===== src/logic/sideband_pkg.sv =====
package sideband_pkg;
  localparam int unsigned CLK_HZ           = 40_000_000;
  localparam int unsigned SYNC_STAGES      = 2;
  localparam logic [2:0]  FREQ_SEL_RESET   = 3'h0;
  localparam logic [31:0] RESET_VECTOR_DEF = 32'hFFFFFFF0;
  localparam int unsigned ADDR_WIDTH       = 32;
  localparam int unsigned ADDR_MASK_BIT    = 20;
  localparam int unsigned MON_WIDTH        = 4;
  // controller register offsets
  localparam logic [3:0]  REG_CTRL         = 4'h0;
  localparam logic [3:0]  REG_STATUS       = 4'h1;
  localparam logic [3:0]  REG_FREQ         = 4'h2;
  localparam logic [3:0]  REG_MON          = 4'h3;
  // control field positions
  localparam int unsigned CTRL_MASK        = 0;
  localparam int unsigned CTRL_IGNORE      = 1;
  localparam int unsigned CTRL_INIT        = 2;
  localparam int unsigned CTRL_STOP        = 3;
  localparam int unsigned CTRL_IRQ0        = 4;
  localparam int unsigned CTRL_IRQ1        = 5;
  localparam int unsigned CTRL_PGOOD       = 6;
  localparam int unsigned CTRL_SMI         = 7;
  localparam int unsigned CTRL_DBG         = 8;
  localparam int unsigned CTRL_WIDTH       = 9;
  typedef enum logic [1:0] {
    CORE_RUN  = 2'b00,
    CORE_SMM  = 2'b01,
    CORE_HIZ  = 2'b11
  } core_state_e;
endpackage


===== src/logic/sideband_if.sv =====
`timescale 1ns/1ps
interface sideband_if;
  logic       addr_bit_mask_in;
  logic       ignore_numeric_err;
  logic       soft_init;
  logic       stop_clock_req;
  logic       local_irq_pin0;
  logic       local_irq_pin1;
  logic       core_power_good;
  logic       sys_mgmt_irq;
  logic       debug_request;
  logic       io_target_ready;
  logic [2:0] clock_freq_select;
  logic       fp_error_break_o;
  logic       fp_error_break_oe_n;
  logic       debug_ready_o;
  logic       debug_ready_oe_n;
  logic [3:0] bkpt_perf_monitor_o;
  logic [3:0] bkpt_perf_monitor_oe_n;
  logic       sys_mgmt_ack;
  modport device (
    input  addr_bit_mask_in, ignore_numeric_err, soft_init, stop_clock_req,
    input  local_irq_pin0, local_irq_pin1, core_power_good, sys_mgmt_irq,
    input  debug_request, io_target_ready,
    output clock_freq_select, fp_error_break_o, fp_error_break_oe_n,
    output debug_ready_o, debug_ready_oe_n, bkpt_perf_monitor_o,
    output bkpt_perf_monitor_oe_n, sys_mgmt_ack
  );
  modport platform (
    output addr_bit_mask_in, ignore_numeric_err, soft_init, stop_clock_req,
    output local_irq_pin0, local_irq_pin1, core_power_good, sys_mgmt_irq,
    output debug_request, io_target_ready,
    input  clock_freq_select, fp_error_break_o, fp_error_break_oe_n,
    input  debug_ready_o, debug_ready_oe_n, bkpt_perf_monitor_o,
    input  bkpt_perf_monitor_oe_n, sys_mgmt_ack
  );
endinterface


===== src/logic/sideband_device.sv =====
`timescale 1ns/1ps
module sideband_device
  import sideband_pkg::*;
#(
  parameter int unsigned ADDR_W = ADDR_WIDTH,
  parameter logic [2:0]  FREQ_SEL = FREQ_SEL_RESET
) (
  // clock and reset
  input  wire logic                  clk_sys,
  input  wire logic                  reset,
  // platform side
  sideband_if.device                 link,
  // core side
  input  wire logic [ADDR_W-1:0]     core_addr,
  output logic      [ADDR_W-1:0]     bus_addr,
  input  wire logic                  fp_error_event,
  input  wire logic                  fp_error_masked,
  input  wire logic                  fp_noncontrol_issue,
  output logic                       fp_exception,
  output logic                       fp_pending_error,
  input  wire logic                  numeric_error_enable,
  input  wire logic                  apic_disable,
  output logic                       maskable_irq_req,
  output logic                       nmi_req,
  output logic                       local_irq0_out,
  output logic                       local_irq1_out,
  output logic                       int_regs_reset,
  output logic                       fetch_restart,
  output logic      [31:0]           fetch_vector,
  input  wire logic                  snoop_req,
  output logic                       snoop_ack,
  output logic                       sys_mgmt_mode,
  output logic                       state_save,
  output logic                       outputs_float,
  input  wire logic [MON_WIDTH-1:0]  monitor_status,
  input  wire logic [31:0]           reset_vector_cfg
);
  initial begin
    if (ADDR_W <= ADDR_MASK_BIT) $error("address too narrow");
  end

  localparam int unsigned NSYNC = 9;
  logic [NSYNC-1:0] async_in;
  logic [NSYNC-1:0] sync_a;
  logic [NSYNC-1:0] sync_b;
  logic [NSYNC-1:0] sync_q;
  assign async_in = {link.io_target_ready, link.debug_request, link.sys_mgmt_irq,
                     link.core_power_good, link.local_irq_pin1, link.local_irq_pin0,
                     link.stop_clock_req, link.soft_init,
                     link.addr_bit_mask_in};

  always_ff @(posedge clk_sys) begin
    if (reset) begin
      sync_a <= '0;
      sync_b <= '0;
      sync_q <= '0;
    end else begin
      sync_a <= async_in;
      sync_b <= sync_a;
      sync_q <= sync_b;   // extra stage for edge detection on clean copies
    end
  end

  logic ign_a, ign_b;
  always_ff @(posedge clk_sys) begin
    if (reset) begin
      ign_a <= 1'b0;
      ign_b <= 1'b0;
    end else begin
      ign_a <= link.ignore_numeric_err;
      ign_b <= ign_a;
    end
  end

  logic mask_s, init_s, stop_s, irq0_s, irq1_s, pgood_s, smi_s, dbg_s;
  assign mask_s  = sync_b[0];
  assign init_s  = sync_b[1];
  assign stop_s  = sync_b[2];
  assign irq0_s  = sync_b[3];
  assign irq1_s  = sync_b[4];
  assign pgood_s = sync_b[5];
  assign smi_s   = sync_b[6];
  assign dbg_s   = sync_b[7];

  // address masking, registered so the output comes from a flop
  always_ff @(posedge clk_sys) begin
    if (reset) begin
      bus_addr <= '0;
    end else begin
      bus_addr <= core_addr;
      if (mask_s) begin
        bus_addr[ADDR_MASK_BIT] <= 1'b0;
      end
    end
  end

  // pending numeric error; set wins over clear
  logic pend;
  always_ff @(posedge clk_sys) begin
    if (reset || !pgood_s) begin
      pend <= 1'b0;
    end else if (fp_error_event && !fp_error_masked) begin
      pend <= 1'b1;
    end else if (fp_noncontrol_issue && pend && (numeric_error_enable || !ign_b)) begin
      pend <= 1'b0;
    end
  end

  always_ff @(posedge clk_sys) begin
    if (reset) begin
      fp_exception     <= 1'b0;
      fp_pending_error <= 1'b0;
    end else begin
      // ignore only matters while the enable bit is clear
      fp_exception     <= fp_noncontrol_issue && pend
                          && (numeric_error_enable || !ign_b);
      fp_pending_error <= pend;
    end
  end

  // error / break pin: open drain, oe_n low drives it low (asserted)
  logic brk;
  always_ff @(posedge clk_sys) begin
    if (reset || !stop_s) begin
      brk <= 1'b0;
    end else if (dbg_s && !sync_q[7]) begin
      brk <= 1'b1;
    end else if (stop_s && !sync_q[2]) begin
      brk <= 1'b1;
    end
  end

  always_ff @(posedge clk_sys) begin
    if (reset) begin
      link.fp_error_break_o    <= 1'b0;
      link.fp_error_break_oe_n <= 1'b1;
    end else begin
      link.fp_error_break_o    <= 1'b0;
      // the first stop cycle is covered before brk sets, so the pin never blinks
      link.fp_error_break_oe_n <= !(stop_s ? (brk || !sync_q[2]) : pend)
                                  || outputs_float;
    end
  end

  // local interrupt pins
  always_ff @(posedge clk_sys) begin
    if (reset) begin
      maskable_irq_req <= 1'b0;
      nmi_req          <= 1'b0;
      local_irq0_out   <= 1'b0;
      local_irq1_out   <= 1'b0;
    end else begin
      // apic_disable low after reset keeps the pins as local lines
      maskable_irq_req <= apic_disable && irq0_s;
      nmi_req          <= apic_disable && irq1_s;
      local_irq0_out   <= !apic_disable && irq0_s;
      local_irq1_out   <= !apic_disable && irq1_s;
    end
  end

  // soft init: integer state only, then restart fetch
  always_ff @(posedge clk_sys) begin
    if (reset) begin
      int_regs_reset <= 1'b0;
      fetch_restart  <= 1'b0;
      fetch_vector   <= RESET_VECTOR_DEF;
    end else begin
      int_regs_reset <= init_s;
      fetch_restart  <= !init_s && sync_q[1];
      if (!init_s && sync_q[1]) begin
        fetch_vector <= reset_vector_cfg;
      end
    end
  end

  // snoops never blocked by soft init
  always_ff @(posedge clk_sys) begin
    if (reset) begin
      snoop_ack <= 1'b0;
    end else begin
      snoop_ack <= snoop_req;
    end
  end

  // system management
  core_state_e state;
  logic        smi_release;
  always_ff @(posedge clk_sys) begin
    if (reset) begin
      smi_release <= 1'b1;
    end else begin
      smi_release <= 1'b0;
    end
  end

  always_ff @(posedge clk_sys) begin
    if (reset) begin
      state <= CORE_RUN;
    end else begin
      unique case (state)
        CORE_RUN: begin
          if (smi_release && link.sys_mgmt_irq) begin
            state <= CORE_HIZ;
          end else if (smi_s && pgood_s) begin
            state <= CORE_SMM;
          end
        end
        CORE_SMM: begin
          if (!smi_s) begin
            state <= CORE_RUN;
          end
        end
        CORE_HIZ: begin
          state <= CORE_HIZ;
        end
      endcase
    end
  end

  always_ff @(posedge clk_sys) begin
    if (reset) begin
      sys_mgmt_mode     <= 1'b0;
      state_save        <= 1'b0;
      link.sys_mgmt_ack <= 1'b0;
      outputs_float     <= 1'b0;
    end else begin
      state_save        <= (state == CORE_RUN) && smi_s && pgood_s && !smi_release;
      link.sys_mgmt_ack <= state_save;
      sys_mgmt_mode     <= (state == CORE_SMM);
      outputs_float     <= (state == CORE_HIZ);
    end
  end

  // frequency select and debug handshake
  always_ff @(posedge clk_sys) begin
    if (reset) begin
      link.clock_freq_select      <= FREQ_SEL_RESET;
      link.debug_ready_o          <= 1'b0;
      link.debug_ready_oe_n       <= 1'b1;
      link.bkpt_perf_monitor_o    <= '0;
      link.bkpt_perf_monitor_oe_n <= '1;
    end else begin
      link.clock_freq_select      <= FREQ_SEL;
      link.debug_ready_o          <= 1'b0;
      link.debug_ready_oe_n       <= !(dbg_s && !stop_s) || outputs_float;
      link.bkpt_perf_monitor_o    <= '0;
      link.bkpt_perf_monitor_oe_n <= ~monitor_status | {MON_WIDTH{outputs_float}};
    end
  end
  // deep sleep requests have no input here: unsupported
endmodule


===== src/flat_wrapper.sv =====
// flat-port wrapper written by rule: the top's interface ports become plain ports
module sideband_device_flat import sideband_pkg::*;
#(
  parameter int unsigned ADDR_W = ADDR_WIDTH,
  parameter logic [2:0]  FREQ_SEL = FREQ_SEL_RESET
)
  (clk_sys, reset, core_addr, bus_addr, fp_error_event, fp_error_masked, fp_noncontrol_issue, fp_exception, fp_pending_error, numeric_error_enable, apic_disable, maskable_irq_req, nmi_req, local_irq0_out, local_irq1_out, int_regs_reset, fetch_restart, fetch_vector, snoop_req, snoop_ack, sys_mgmt_mode, state_save, outputs_float, monitor_status, reset_vector_cfg, link_addr_bit_mask_in, link_ignore_numeric_err, link_soft_init, link_stop_clock_req, link_local_irq_pin0, link_local_irq_pin1, link_core_power_good, link_sys_mgmt_irq, link_debug_request, link_io_target_ready, link_clock_freq_select, link_fp_error_break_o, link_fp_error_break_oe_n, link_debug_ready_o, link_debug_ready_oe_n, link_bkpt_perf_monitor_o, link_bkpt_perf_monitor_oe_n, link_sys_mgmt_ack);
  sideband_if link_i ();
  input  wire logic clk_sys;
  input  wire logic reset;
  input  wire logic [ADDR_W-1:0] core_addr;
  output logic      [ADDR_W-1:0] bus_addr;
  input  wire logic fp_error_event;
  input  wire logic fp_error_masked;
  input  wire logic fp_noncontrol_issue;
  output logic fp_exception;
  output logic fp_pending_error;
  input  wire logic numeric_error_enable;
  input  wire logic apic_disable;
  output logic maskable_irq_req;
  output logic nmi_req;
  output logic local_irq0_out;
  output logic local_irq1_out;
  output logic int_regs_reset;
  output logic fetch_restart;
  output logic      [31:0] fetch_vector;
  input  wire logic snoop_req;
  output logic snoop_ack;
  output logic sys_mgmt_mode;
  output logic state_save;
  output logic outputs_float;
  input  wire logic [MON_WIDTH-1:0] monitor_status;
  input  wire logic [31:0] reset_vector_cfg;
  input wire logic [$bits(link_i.addr_bit_mask_in)-1:0] link_addr_bit_mask_in;
  input wire logic [$bits(link_i.ignore_numeric_err)-1:0] link_ignore_numeric_err;
  input wire logic [$bits(link_i.soft_init)-1:0] link_soft_init;
  input wire logic [$bits(link_i.stop_clock_req)-1:0] link_stop_clock_req;
  input wire logic [$bits(link_i.local_irq_pin0)-1:0] link_local_irq_pin0;
  input wire logic [$bits(link_i.local_irq_pin1)-1:0] link_local_irq_pin1;
  input wire logic [$bits(link_i.core_power_good)-1:0] link_core_power_good;
  input wire logic [$bits(link_i.sys_mgmt_irq)-1:0] link_sys_mgmt_irq;
  input wire logic [$bits(link_i.debug_request)-1:0] link_debug_request;
  input wire logic [$bits(link_i.io_target_ready)-1:0] link_io_target_ready;
  output wire logic [$bits(link_i.clock_freq_select)-1:0] link_clock_freq_select;
  output wire logic [$bits(link_i.fp_error_break_o)-1:0] link_fp_error_break_o;
  output wire logic [$bits(link_i.fp_error_break_oe_n)-1:0] link_fp_error_break_oe_n;
  output wire logic [$bits(link_i.debug_ready_o)-1:0] link_debug_ready_o;
  output wire logic [$bits(link_i.debug_ready_oe_n)-1:0] link_debug_ready_oe_n;
  output wire logic [$bits(link_i.bkpt_perf_monitor_o)-1:0] link_bkpt_perf_monitor_o;
  output wire logic [$bits(link_i.bkpt_perf_monitor_oe_n)-1:0] link_bkpt_perf_monitor_oe_n;
  output wire logic [$bits(link_i.sys_mgmt_ack)-1:0] link_sys_mgmt_ack;
  assign link_i.addr_bit_mask_in = link_addr_bit_mask_in;
  assign link_i.ignore_numeric_err = link_ignore_numeric_err;
  assign link_i.soft_init = link_soft_init;
  assign link_i.stop_clock_req = link_stop_clock_req;
  assign link_i.local_irq_pin0 = link_local_irq_pin0;
  assign link_i.local_irq_pin1 = link_local_irq_pin1;
  assign link_i.core_power_good = link_core_power_good;
  assign link_i.sys_mgmt_irq = link_sys_mgmt_irq;
  assign link_i.debug_request = link_debug_request;
  assign link_i.io_target_ready = link_io_target_ready;
  assign link_clock_freq_select = link_i.clock_freq_select;
  assign link_fp_error_break_o = link_i.fp_error_break_o;
  assign link_fp_error_break_oe_n = link_i.fp_error_break_oe_n;
  assign link_debug_ready_o = link_i.debug_ready_o;
  assign link_debug_ready_oe_n = link_i.debug_ready_oe_n;
  assign link_bkpt_perf_monitor_o = link_i.bkpt_perf_monitor_o;
  assign link_bkpt_perf_monitor_oe_n = link_i.bkpt_perf_monitor_oe_n;
  assign link_sys_mgmt_ack = link_i.sys_mgmt_ack;
  sideband_device #(.ADDR_W(ADDR_W), .FREQ_SEL(FREQ_SEL)) u_core (.clk_sys(clk_sys), .reset(reset), .link(link_i), .core_addr(core_addr), .bus_addr(bus_addr), .fp_error_event(fp_error_event), .fp_error_masked(fp_error_masked), .fp_noncontrol_issue(fp_noncontrol_issue), .fp_exception(fp_exception), .fp_pending_error(fp_pending_error), .numeric_error_enable(numeric_error_enable), .apic_disable(apic_disable), .maskable_irq_req(maskable_irq_req), .nmi_req(nmi_req), .local_irq0_out(local_irq0_out), .local_irq1_out(local_irq1_out), .int_regs_reset(int_regs_reset), .fetch_restart(fetch_restart), .fetch_vector(fetch_vector), .snoop_req(snoop_req), .snoop_ack(snoop_ack), .sys_mgmt_mode(sys_mgmt_mode), .state_save(state_save), .outputs_float(outputs_float), .monitor_status(monitor_status), .reset_vector_cfg(reset_vector_cfg));
endmodule

===== config.mk =====
export PLATFORM = sky130hd
export DESIGN_NAME = sideband_device_flat
export DESIGN_NICKNAME = d
export VERILOG_FILES = /design/src/logic/sideband_pkg.sv /design/src/logic/sideband_if.sv /design/src/logic/sideband_device.sv /design/src/flat_wrapper.sv
export SDC_FILE = /design/constraint.sdc
export NUM_CORES = 1
export LEC_CHECK = 0
export BUFFER_PORTS_ARGS = -buffer_cell sky130_fd_sc_hd__buf_2
export CORE_UTILIZATION = 36
export DETAILED_ROUTE_END_ITERATION = 16
export PLACE_DENSITY = 0.77
export SYNTH_ARGS = -nofsm -noshare
export SYNTH_HDL_FRONTEND = slang
export SYNTH_SLANG_ARGS = --single-unit

===== constraint.sdc =====
create_clock -name clk_sys -period 1.9 [get_ports clk_sys]
set_input_delay 0.19 -clock clk_sys [delete_from_list [all_inputs] [get_ports clk_sys]]
set_output_delay 0.19 -clock clk_sys [all_outputs]
set_load 0.01 [all_outputs]

## Yosys cells after proc, flatten, opt, wreduce, memory -nomap -nowiden

Index checks and enable logic that the tools add are counted.
W data, S select, Z words.

- Eq/ne operators: 4
- Muxes and demuxes: 10
- Bitwise logic cells: 2
- Reduce and logical (&&, ||, !) cells: 38

Operators by type and width:

| kind | number |
|---|---|
| $logic_and A1 B1 Y1 | 16 |
| $logic_not A1 Y1 | 11 |
| $logic_or A1 B1 Y1 | 6 |
| $mux W1 | 6 |
| $mux W2 | 3 |
| $pmux W2 S3 | 1 |
| $not A4 Y4 | 1 |
| $or A4 B4 Y4 | 1 |
| $reduce_bool A2 Y1 | 2 |
| $ne A3 B1 Y1 const B | 1 |
| $eq A2 B1 Y1 const B | 1 |
| $eq A2 B2 Y1 const B | 1 |
| $logic_not A2 Y1 | 1 |
| $ne A2 B2 Y1 const B | 1 |
| $reduce_and A2 Y1 | 1 |
| $reduce_or A2 Y1 | 1 |

- Register bits: 114
- Input port bits: 86
- Output and inout bits: 92

## Logic depth before layout (Yosys ltp)

- Word-level depth: 5
- Gate-level depth with buffers: 5
- Depth with buffers taken out: 3

## Worst setup path after synthesis

OpenSTA, ideal clock, no wires.

- Kind: reg2reg
- Start: register u_core.sync_q[1]
- End: register u_core.fetch_vector[11]
- Library setup time: 0.137 ns
- Data arrival time: 0.860 ns
- Data required time: 1.763 ns
- Path slack: 0.903 ns
- Cell stages (with the launch flop): 6
- Buffers on the path: 2
- Period minus slack after synthesis: 0.997 ns
- Cells stage by stage: dfxtp_1 nor2b_1 buf_2 buf_4 nand2_1 nand3_1

- Longest elaborated chain between the ends: 1

RTL lines:

| element | line | text |
|---|---|---|
| from (decl) | sideband_device.sv:46 | `logic [NSYNC-1:0] sync_q;` |
| from (signal assigned) | sideband_device.sv:60 | `sync_q <= sync_b;` |
| $logic_and A1 B1 Y1 | sideband_device.sv:170 | `if (!init_s && sync_q[1]) begin` |
| to (signal assigned) | sideband_device.sv:171 | `fetch_vector <= reset_vector_cfg;` |
| to (decl) | sideband_device.sv:29 | `output logic [31:0] fetch_vector,` |

No other way between the ends.
A chain may end at the register's enable or synchronous reset.

## Final worst setup path

- Start: register u_core.sync_b[1]
- End: register u_core.fetch_vector[1]

- Longest elaborated chain between the ends: 2

RTL lines:

| element | line | text |
|---|---|---|
| from (decl) | sideband_device.sv:45 | `logic [NSYNC-1:0] sync_b;` |
| from (signal assigned) | sideband_device.sv:59 | `sync_b <= sync_a;` |
| $logic_not A1 Y1 | sideband_device.sv:170 |  |
| $logic_and A1 B1 Y1 | sideband_device.sv:170 |  |

No other way between the ends.

==> flow_summary.json <==
{
  "arrival_ns": 1.41,
  "nFillCells": 851,
  "crit_chain": "nand2b_1, buf_4, nand2_1, a21oi_1",
  "grt_usage": 0.1427,
  "finClkSkew_ns": 0.008089,
  "final_cells": 603,
  "vias": 2579,
  "netlist_area_um2": 3321,
  "grt_overflow": 0,
  "synth_edf_count": 0,
  "grt_setup_unrepaired": "no",
  "grt_pass1_wl_mm": 10.92,
  "worst_setup_path_end_kind": "register",
  "via_per_inst": 4.277,
  "synthCells": 323,
  "start_util": 0.3771,
  "ir_worst_vdd_mv": 0.5142,
  "synth.distinct_cells": 26,
  "multiInputGateArea_um2": 999.7,
  "fin_tns_setup_ns": 0,
  "fin_crit_ns": 1.116,
  "postCtsSetupBuffers": 0,
  "synthArstFlopShare": 0,
  "yosysWarnings": 0,
  "die_h_um": 98.04,
  "dp_hpwl_mm": 5.028,
  "rows": 34,
  "synthTopCellsByCount": "dfxtp_1, nand2_1, nor2b_1",
  "final_core_util": 0.5013,
  "cts_tree": "done",
  "antenna_cells": 0,
  "core_um2": 8806,
  "fmax_mhz": 896.3,
  "path_buf_inv": 1,
  "cts_buffers": 9,
  "drc_errors": 11,
  "max_stage_delay_ns": 0.36,
  "maxCapViolCount": 0,
  "min_path_type": "primary input to register",
  "place_congestion": 0.7465,
  "synthTopCellsByArea": "dfxtp_1, nor2b_1, nand2_1, nand3_1, buf_4",
  "grt_pass1_vias": 2456,
  "die_area_um2": 9612,
  "io_pins": 178,
  "period_share": 0.5872,
  "outcome": "finished, violations left",
  "nets": 577,
  "place_ws_ns": 0.7071,
  "critical_path_class": "register to register",
  "synth_ff_type": "dfxtp_1",
  "p_leak_uw": 0.002164,
  "power.density_nw_per_um2": 929.7,
  "seqCellArea_um2": 2162,
  "cp_max_fo": 33,
  "required_ns": 2.19,
  "netlist.area_leader.share": 0.6511,
  "start_kind": "register",
  "drtIter0Drc": 85,
  "place_inst": 584,
  "synth-seq-cells": 108,
  "root_buffer": "clkbuf_8",
  "fin_ws_ns": 0.7843,
  "total_power_uw": 4104,
  "clock-sinks": 108,
  "violations": "design-rule violations",
  "antenna_found_initial": 0,
  "drt_pre_antenna_iters": 10,
  "h-tree-depth": 3,
  "cts.path.max_buffers": 2,
  "cp_slowest_cell": "dfxtp_1",
  "wl_per_cell_um": 11.17,
  "yosysMostFrequentCell": "dfxtp_1",
  "syn_avg_cell_area_um2": 10.28,
  "die_w_um": 98.04,
  "synth_area_leader_cell": "dfxtp_1",
  "grt_max_degree": 42,
  "clk_latency_ns": 0.37,
  "finalHoldViolCount": 0,
  "ys_seq_area_frac": 0.6511,
  "slew_violations": 0,
  "clk_pin_slew_ns": 0.10,
  "drive_gt1_frac": 0.3919,
  "drtAntennaViolNets": 0,
  "io_buffers": 167,
  "crit_family": "flip-flops",
  "syn2layout_area_growth_pct": 32.93,
  "final-setup-viol-count": 0,
  "wl_mm": 6.737
}
[power by group]
part	internal, uW	switching, uW	leakage (uW)	total (uW)
Clock	619	770	0.0000967	1390
Combinational	166	165	0.00118	331
Sequential	2350	29.7	0.000889	2380
Total	3140	965	0.00216	4100
[state kept, by name, indices dropped and copies added (netlist names), 3 cells and up, named ones only]
signal                              flops
u_core.sync_q                           3
u_core.sync_a                           8
u_core.bus_addr                        32
u_core.link.bkpt_perf_monitor_oe_n      4
u_core.sync_b                           8
u_core.fetch_vector                    32
[path summary, 6_finish.rpt]
path,from,slack (ns),depth (start not counted),to
max,u_core.sync_b[1],0.78,4,u_core.fetch_vector[1]
min,core_addr[27],0.02,2,u_core.bus_addr[27]
max reg2reg,u_core.sync_b[1],0.78,4,u_core.fetch_vector[1]
min reg2reg,u_core.sync_b[0],0.41,1,u_core.bus_addr[20]
[worst reg2reg max path, stage by stage (launching register included)]
cell and delay [ns]:
dfxtp_1 0.36, nand2b_1 0.12, buf_4 0.32, nand2_1 0.10, a21oi_1 0.16
[layer usage]
metal	global-route usage	wire length, um	vias to the layer above
li1	-	-	1328
met1	0.1567	2750	1149
met2	0.2535	3392	92
met3	0.03436	445	10
met4	0.07692	148	0
met5	0	0	-
[cells in the final DEF (no fill, tap or decap), types with 3 or more instances in the layout]
cell type / count
nand2_1: 71
buf_4: 5
dfxtp_1: 108
nand3_1: 29
a21oi_1: 4
nor2b_1: 56
clkbuf_8: 9
buf_2: 167
dlygate4sd3_1: 4
nor2_1: 4
conb_1: 9
inv_6: 3
nor3b_2: 3
[kinds of logic after synthesis]
group / share of synthesized area
other: 0.001129
buffers and inverters: 0.05765
flip-flops: 0.6511
AND/OR/NAND/NOR: 0.2690
AO/OA/AOI/OAI: 0.02110
[layout make-up]
cell class,count,share of cell area
clock buffers,9,0.02806
clock inverters,6,0.01644
well taps,108,0.03061
inverters,2,0.001701
multi-input cells,194,0.2265
flip-flops and latches,108,0.4898
repair buffers,176,0.2069
[per-stage QoR]
| step | instance area, um2 | hold slack, ns |
|---|---|---|
| global route | 4414 | 0.006192 |
| detailed placement | 4178 | 0.3584 |
| CTS | 4414 | 0.009194 |
| global placement | 4178 | 0.3606 |
| finish | 4414 | 0.02243 |
| floorplan | 3351 | 0.2177 |
[timing repair]
item                                    4_1_cts  5_1_grt
endpoints found under the hold margin         4        0
endpoints found under the setup margin        0        0
gates resized for setup                       0        0
hold buffers                                  4        0
(Power assumes the default switching activity.)
